### src/rtl/dia_pkg.sv
package dia_pkg;

   // Register index map on the plain register port.
   localparam logic [7:0] ADDR_CONTROL = 8'h00;
   localparam logic [7:0] ADDR_LIVE_BASE = 8'h10;
   localparam logic [7:0] ADDR_MASK_BASE = 8'h20;
   localparam logic [7:0] ADDR_IDENT_BASE = 8'h30;
   localparam logic [7:0] ADDR_ENABLE_BASE = 8'h40;
   localparam logic [7:0] ADDR_HP_STATUS = 8'h50;
   localparam logic [7:0] ADDR_GROUP_MASK = 8'hF0;
   localparam logic [7:0] ADDR_INDEX_MASK = 8'h0F;

   // Control register layout.
   localparam int MASTER_EN_BIT = 31;
   localparam logic MASTER_EN_RESET = 1'b0;

   // Category numbering; hotplug is its own category.
   localparam int NUM_CATEGORIES = 5;
   localparam int CAT_PIPE = 0;
   localparam int CAT_PORT = 1;
   localparam int CAT_AUDIO = 2;
   localparam int CAT_HOTPLUG = 3;
   localparam int CAT_MISC = 4;
   localparam int SOURCES_PER_CAT = 32;

   // Hotplug pulse status layout: two bits per port, long then short.
   localparam int HP_PORTS = 8;
   localparam int HP_LONG_OFS = 0;
   localparam int HP_SHORT_OFS = 1;

   // Write and read request carried as one bundle.
   typedef struct packed {
      logic wr;
      logic rd;
      logic [7:0] addr;
      logic [31:0] wdata;
   } dia_req_s;

endpackage

### src/rtl/dia_top.sv
// Implementation choices: the address-and-strobe port and the register offsets.
`timescale 1ns/1ps
// How it works
// (RULE1) Each source has a live status bit following its incoming event directly.
// (RULE2) Unmasked interrupt is the event ANDed with the inverted mask bit.
// (RULE3) A rising unmasked edge sets the sticky identity bit; held level does not.
// (RULE4) Writing one to an identity bit clears it; zero leaves it.
// (RULE5) Identity bit holds two events; clearing with second stored sets it again.
// (RULE6) Enabled interrupt is the identity bit ANDed with its enable bit.
// (RULE7) Enabled interrupts of a category OR into a readable pending bit.
// (RULE8) All pending bits OR into one combined display interrupt.
// (RULE9) Combined interrupt ANDed with master enable bit 31 gives enabled output.
// (RULE10) Enabled interrupt goes to the graphics interrupt processing logic.
// (RULE11) Clearing master enable drops the output at once despite pending bits.
// (RULE12) Setting master enable with pending bits raises the output again.
// (RULE13) Software clears master, reads pending, reads identity, writes ones back.
// (RULE14) Software sets master enable again only as its final step.
// (RULE15) Hotplug logic raises identity bits and holds long and short pulse status.
// (RULE16) Handler reads hotplug identity first, then that port type's pulse status.
// (RULE17) All state returns to reset values on function or chip reset.
// (RULE18) A third event while two are queued is dropped silently.
module dia_top
#(
   parameter int NSRC = dia_pkg::SOURCES_PER_CAT
)
(
   // Clock and resets
   input wire logic CLOCK,
   input wire logic RST,
   input wire logic FLR,
   // Event sources, one vector with NSRC bits per category
   input wire logic [dia_pkg::NUM_CATEGORIES*NSRC-1:0] EVENTS,
   // Hotplug pulse detectors, one bit per port
   input wire logic [dia_pkg::HP_PORTS-1:0] HP_LONG_PULSE,
   input wire logic [dia_pkg::HP_PORTS-1:0] HP_SHORT_PULSE,
   // Register port
   input wire logic [7:0] ADDR,
   input wire logic [31:0] WDATA,
   input wire logic WR,
   input wire logic RD,
   output logic [31:0] RDATA,
   // Toward graphics interrupt processing
   output logic DISPLAY_IRQ
);
   localparam int NCAT = dia_pkg::NUM_CATEGORIES;
   localparam int NALL = NCAT * NSRC;
   localparam int NHP = dia_pkg::HP_PORTS;

   dia_pkg::dia_req_s req;
   logic rst_any;
   logic [NALL-1:0] ev_sync1_reg;
   logic [NALL-1:0] ev_sync2_reg;
   logic [NHP-1:0] hl_sync1_reg;
   logic [NHP-1:0] hl_sync2_reg;
   logic [NHP-1:0] hs_sync1_reg;
   logic [NHP-1:0] hs_sync2_reg;
   logic [NALL-1:0] mask_reg;
   logic [NALL-1:0] enable_reg;
   logic [NALL-1:0] unmasked;
   logic [NALL-1:0] sticky;
   logic [NALL-1:0] second;
   logic [NALL-1:0] clear;
   logic [NALL-1:0] enabled;
   logic [NCAT-1:0] pending;
   logic combined;
   logic master_reg;
   logic [2*NHP-1:0] hp_status_reg;
   logic [7:0] grp;
   logic [7:0] idx;
   logic [31:0] rdata_next;

   assign req = '{wr: WR, rd: RD, addr: ADDR, wdata: WDATA};
   assign grp = req.addr & dia_pkg::ADDR_GROUP_MASK;
   assign idx = req.addr & dia_pkg::ADDR_INDEX_MASK;

   // Function-level and chip reset both return everything to its reset value; both are async.
   assign rst_any = RST | FLR; // RULE17

   // Events come from other clock domains, so two flops before use.
   always_ff @(posedge CLOCK or posedge rst_any)
   begin
      if (rst_any)
      begin
         ev_sync1_reg <= '0;
         ev_sync2_reg <= '0;
         hl_sync1_reg <= '0;
         hl_sync2_reg <= '0;
         hs_sync1_reg <= '0;
         hs_sync2_reg <= '0;
      end
      else
      begin
         ev_sync1_reg <= EVENTS;
         ev_sync2_reg <= ev_sync1_reg;
         hl_sync1_reg <= HP_LONG_PULSE;
         hl_sync2_reg <= hl_sync1_reg;
         hs_sync1_reg <= HP_SHORT_PULSE;
         hs_sync2_reg <= hs_sync1_reg;
      end
   end

   // Mask gates each event before the edge detector.
   assign unmasked = ev_sync2_reg & ~mask_reg; // RULE2

   // One identity cell per source.
   genvar g;
   generate
      for (g = 0; g < NALL; g++)
      begin : g_ident
         assign clear[g] = req.wr && (grp == dia_pkg::ADDR_IDENT_BASE)
            && (int'(idx) == g / NSRC) && req.wdata[g % NSRC]; // RULE4
         dia_ident_bit u_bit
         (
            .clk(CLOCK),
            .rst(rst_any),
            .unmasked(unmasked[g]),
            .clear(clear[g]),
            .sticky(sticky[g]),
            .second(second[g])
         );
      end
   endgenerate

   // Enabled bits gathered per category.
   assign enabled = sticky & enable_reg; // RULE6
   generate
      for (g = 0; g < NCAT; g++)
      begin : g_cat
         assign pending[g] = |enabled[g*NSRC +: NSRC]; // RULE7
      end
   endgenerate

   // Combining is combinational so a master change acts in the same cycle.
   assign combined = |pending; // RULE8
   assign DISPLAY_IRQ = combined & master_reg; // RULE9 RULE10 RULE11 RULE12

   // Mask and enable registers, one word per category.
   always_ff @(posedge CLOCK or posedge rst_any)
   begin
      if (rst_any)
      begin
         mask_reg <= '1;
         enable_reg <= '0;
      end
      else if (req.wr && int'(idx) < NCAT)
      begin
         if (grp == dia_pkg::ADDR_MASK_BASE)
         begin
            mask_reg[int'(idx)*NSRC +: NSRC] <= req.wdata[NSRC-1:0];
         end
         if (grp == dia_pkg::ADDR_ENABLE_BASE)
         begin
            enable_reg[int'(idx)*NSRC +: NSRC] <= req.wdata[NSRC-1:0];
         end
      end
   end

   // Master enable bit of the control register.
   always_ff @(posedge CLOCK or posedge rst_any)
   begin
      if (rst_any)
      begin
         master_reg <= dia_pkg::MASTER_EN_RESET;
      end
      else if (req.wr && req.addr == dia_pkg::ADDR_CONTROL)
      begin
         master_reg <= req.wdata[dia_pkg::MASTER_EN_BIT]; // RULE11 RULE12
      end
   end

   // Hotplug pulse kind: sticky, pulses set, write one clears; set wins.
   always_ff @(posedge CLOCK or posedge rst_any)
   begin
      if (rst_any)
      begin
         hp_status_reg <= '0;
      end
      else
      begin
         for (int p = 0; p < NHP; p++)
         begin
            hp_status_reg[2*p+dia_pkg::HP_LONG_OFS] <= hl_sync2_reg[p]
               | (hp_status_reg[2*p+dia_pkg::HP_LONG_OFS]
               & ~(req.wr && req.addr == dia_pkg::ADDR_HP_STATUS
               && req.wdata[2*p+dia_pkg::HP_LONG_OFS])); // RULE15
            hp_status_reg[2*p+dia_pkg::HP_SHORT_OFS] <= hs_sync2_reg[p]
               | (hp_status_reg[2*p+dia_pkg::HP_SHORT_OFS]
               & ~(req.wr && req.addr == dia_pkg::ADDR_HP_STATUS
               && req.wdata[2*p+dia_pkg::HP_SHORT_OFS])); // RULE15
         end
      end
   end

   // Read multiplexer; unmapped addresses read zero.
   always_comb
   begin
      rdata_next = '0;
      if (req.addr == dia_pkg::ADDR_CONTROL)
      begin
         rdata_next[NCAT-1:0] = pending; // RULE7
         rdata_next[dia_pkg::MASTER_EN_BIT] = master_reg;
      end
      else if (req.addr == dia_pkg::ADDR_HP_STATUS)
      begin
         rdata_next[2*NHP-1:0] = hp_status_reg;
      end
      else if (int'(idx) < NCAT)
      begin
         unique case (grp)
            dia_pkg::ADDR_LIVE_BASE:
               rdata_next[NSRC-1:0] = ev_sync2_reg[int'(idx)*NSRC +: NSRC]; // RULE1
            dia_pkg::ADDR_MASK_BASE:
               rdata_next[NSRC-1:0] = mask_reg[int'(idx)*NSRC +: NSRC];
            dia_pkg::ADDR_IDENT_BASE:
               rdata_next[NSRC-1:0] = sticky[int'(idx)*NSRC +: NSRC];
            dia_pkg::ADDR_ENABLE_BASE:
               rdata_next[NSRC-1:0] = enable_reg[int'(idx)*NSRC +: NSRC];
            default:
               rdata_next = '0;
         endcase
      end
   end

   // Read data stands only in the cycle after the strobe.
   always_ff @(posedge CLOCK or posedge rst_any)
   begin
      if (rst_any)
      begin
         RDATA <= '0;
      end
      else
      begin
         RDATA <= req.rd ? rdata_next : '0;
      end
   end
endmodule

### src/rtl/dia_ident_bit.sv
`timescale 1ns/1ps
// One sticky identity bit with a saturating two-deep event queue.
module dia_ident_bit
(
   // Clock and reset
   input wire logic clk,
   input wire logic rst,
   // Event side
   input wire logic unmasked,
   input wire logic clear,
   // State
   output logic sticky,
   output logic second
);
   logic prev_reg;
   logic rise;

   // Only an edge counts, so a held level does not queue again.
   assign rise = unmasked & ~prev_reg; // RULE3

   // Remember the last unmasked level.
   always_ff @(posedge clk or posedge rst)
   begin
      if (rst)
      begin
         prev_reg <= 1'b0;
      end
      else
      begin
         prev_reg <= unmasked;
      end
   end

   // A rise in the clearing cycle is kept: set wins over clear.
   always_ff @(posedge clk or posedge rst)
   begin
      if (rst)
      begin
         sticky <= 1'b0;
         second <= 1'b0;
      end
      else if (clear && sticky)
      begin
         sticky <= second | rise; // RULE5
         second <= second & rise; // RULE4
      end
      else if (rise)
      begin
         sticky <= 1'b1; // RULE3
         second <= sticky; // RULE18
      end
   end
endmodule

### config.mk
export PLATFORM = sky130hd
export DESIGN_NAME = dia_top
export DESIGN_NICKNAME = d
export VERILOG_FILES = /design/src/rtl/dia_pkg.sv /design/src/rtl/dia_top.sv /design/src/rtl/dia_ident_bit.sv
export SDC_FILE = /design/constraint.sdc
export NUM_CORES = 2
export LEC_CHECK = 0
export ABC_AREA = 1
export BUFFER_PORTS_ARGS = -buffer_cell sky130_fd_sc_hd__buf_2
export CAP_MARGIN = 20
export CORE_MARGIN = 4
export CORE_UTILIZATION = 50
export DETAILED_ROUTE_END_ITERATION = 8
export PLACE_DENSITY_LB_ADDON = 0.25
export SYNTH_ARGS = -nofsm -noshare
export SYNTH_HDL_FRONTEND = slang
export SYNTH_SLANG_ARGS = --single-unit
### constraint.sdc
create_clock -name CLOCK -period 75.5 [get_ports CLOCK]
set_input_delay 7.55 -clock CLOCK [delete_from_list [all_inputs] [get_ports CLOCK]]
set_output_delay 7.55 -clock CLOCK [all_outputs]
set_load 0.05 [all_outputs]
==> results.ini <==
[clocking]
worstSkewPairLatency_ns = 0.74
cts_tree = done
clk_path_buf_depth = 3
path_clk_slew_ns = 0.06
ctsHoldBuffers = 0
root_buffer = clkbuf_16
postCtsSetupRepairBufs = 0
cts_buffers = 130
cts_sinks = 1201
post_cts_resized = 0
h-tree-depth = 4

[placement]
port-buffer-count = 253
place_ws_ns = 63.63
dp_hpwl_microns = 99200
place_congestion = 0.911

[logic_synthesis]
yosysTopAreaCell = dfrtp_1
synthCells = 5428
synth.most_common_cell = nand2_1
synth_cell_types = 44
synth_top_cell_area_share_pct = 53.2
synth_edf_count = 0
synth-seq-area-share_pct = 61.8
syn_avg_cell_area_sq_um = 9.03
synth_ff_type = dfrtp_1
ys_seq_elements = 1201
synth.top_cells.by_area = dfrtp_1, nand2_1, dfstp_2, inv_1, o21ai_0
synth_fp_nets = 5654
syn-cell-area_sq_um = 49000
synth_warnings = 0
ys_async_sr_fraction_pct = 100
synthTopCellsByCount = nand2_1, dfrtp_1, inv_1

[floorplan]
dieArea_sq_um = 103000
initial_core_util_pct = 50.5
core_area_sq_um = 97000
die_h_microns = 321
boundaryPins = 254
rows = 114
fp.dieW_microns = 321

[global_routing]
grt_max_degree = 171
grt_pass1_vias = 38400
grt_pass1_wl_microns = 226000
grt_use_total_pct = 28.7
gr-total-overflow = 0
grt_antenna_before_repair = 4

[setup_path]
cp_common_cell = nand2_1
crit_fanout = 64
cp-end-kind = flip-flop
worst_ep_required_time_ns = 76.18
r2r_setup_slack_ns = 73.05
critical_path_class = primary input to flip-flop
critical_path.max_stage_delay_ns = 0.66
critPathArrivalTime_ns = 11.90
path_cells = buf_4 -> inv_2 -> ha_1 -> inv_2 -> nor2_1 -> inv_2 -> nor3_1 -> inv_1 -> nand2_1 -> inv_1 -> nand2_1 -> inv_1 -> nand2_1 -> nand2_1
start_kind = primary input
slowest_stage = buf_4

[power_and_ir_drop]
powerDensity_nw_per_um2 = 25.2
internal-power_w = 0.00106
p_sw_share_pct = 24.3
p_sw_w = 0.000340
ir_drop_uv = 18.7
combPwrFrac_pct = 6.3
p_leak_nw = 25.8
seq_power_share_pct = 48.8
p_clk_share_pct = 44.9

[route]
postRouteAntennaNets = 0
via_per_inst = 5.54
route.detailed.drc = 0
dr.pass1.iters = 6
dr.first_iter.drc_count = 3452
wl_per_cell_microns = 21.0
route.vias.total = 38800
wl_microns = 147000

[cells_and_area]
num-nets-final = 5853
area_growth_syn_to_layout_pct = 13.4
layout-drive-gt1-share_pct = 12.5

[timing]
hold_viol = 0
grt_setup_unrepaired = false
setup_viol = 0
finClkSkew_ns = 0.0352
fmax_mhz = 89.1
fin_setup_tns_ns = 0
worst_pin_slew_ns = 1.03
slew_headroom_pct = 31.1
maxSlewViolCount = 0
timing.final.crit_share_pct = 14.9
holdWs_ns = 0.326
post-route-min-period_ns = 11.22
worst_slack_ns = 64.28

[hold_path]
hp-class = flip-flop to flip-flop

[run]
drv_cap = 0

[outcome]
outcome = finished clean

-- worst paths after layout --
path | endpoint | cells past startpoint | from
min in group asynchronous | ev_sync1_reg[132] | 3 | RST
setup reg to reg | RDATA[3] | 8 | g_ident[120].u_bit.sticky
max in group asynchronous | ev_sync1_reg[151] | 6 | FLR
hold / removal | hs_sync2_reg[2] | 0 | hs_sync1_reg[2]
setup / recovery | RDATA[11] | 14 | ADDR[0]
hold reg to reg | hs_sync2_reg[2] | 0 | hs_sync1_reg[2]
-- critical path, delay by kind of cell --
| kind | cells | cell delay, ns |
|---|---|---|
| adders and majority gates | 1 | 0.38 |
| buffers and inverters | 7 | 2.80 |
| and+or+nand+nor | 6 | 1.06 |
-- cells by family (layout without fill, tap and decap cells) --
group	count (synthesis)	count (layout)	share of synthesized area, %
AOI/OAI and AO/OA	956	956	10.9
adders and majority gates	5	5	0.128
buffers and inverters	856	1158	6.94
DFF	1201	1201	61.8
other	0	3	0
and+or+nand+nor	2410	2410	20.3
-- routing by layer --
metal	up-vias	GRT usage, %	share of wire, %
met1	18800	36.3	38
met5	-	0	0.014
li1	17900	-	-
met2	1623	46.1	47
met4	2	18.9	7.5
met3	475	4.78	7.3
-- metrics by stage --
step	instances	utilization, %	instance area, sq um	power, W
6_report	7009	57.3	55600	0.00140
5_1_grt	7007	57.3	55600	0.00145
4_1_cts	7004	57.2	55500	0.00141
3_5_place_dp	6769	52.8	51200	0.000783
3_3_place_gp	6769	52.8	51200	0.000780
2_1_floorplan	5428	-	49000	0.000744
-- power groups by stage --
stage	combinational [W]	sequential [W]	clock (W)
finish	0.0000888	0.000684	0.000629
global route	0.0000984	0.000686	0.000667
CTS	0.0000888	0.000684	0.000639
detailed placement	0.0000883	0.000695	0
global placement	0.0000863	0.000694	0
floorplan	0.0000543	0.000690	0
-- cells in the final DEF, fill, tap and decap left out, drive strengths merged, types with 3 or more instances in the layout --
master	netlist	final
a21oi	40	40
a221oi	11	11
a22o	17	17
a41o	3	3
buf	117	302
bufinv	0	4
clkbuf	118	194
clkinv	2	33
clkinvlp	0	4
dfrtp	1041	1041
dfstp	160	160
diode	0	3
ha	5	5
inv	619	621
nand2	1637	1637
nand3	343	343
nand3b	5	5
nand4	99	99
nor2	303	303
nor3	19	19
o2111ai	3	3
o211ai	87	87
o21ai	725	725
o221ai	17	17
o22ai	35	35
o31ai	16	16
-- final cells by class --
| cell class | instances | area (sq um) |
|---|---|---|
| antenna | 3 | 7.51 |
| timing repair buffer | 302 | 1710 |
| clock inverter | 41 | 420 |
| clock buffer | 194 | 3840 |
| inverter | 621 | 2340 |
| sequential | 1201 | 30300 |
| fill | 8516 | 41400 |
| tap | 1276 | 1600 |
| multi-input combinational | 3371 | 15400 |
(Power assumes the default switching activity.)
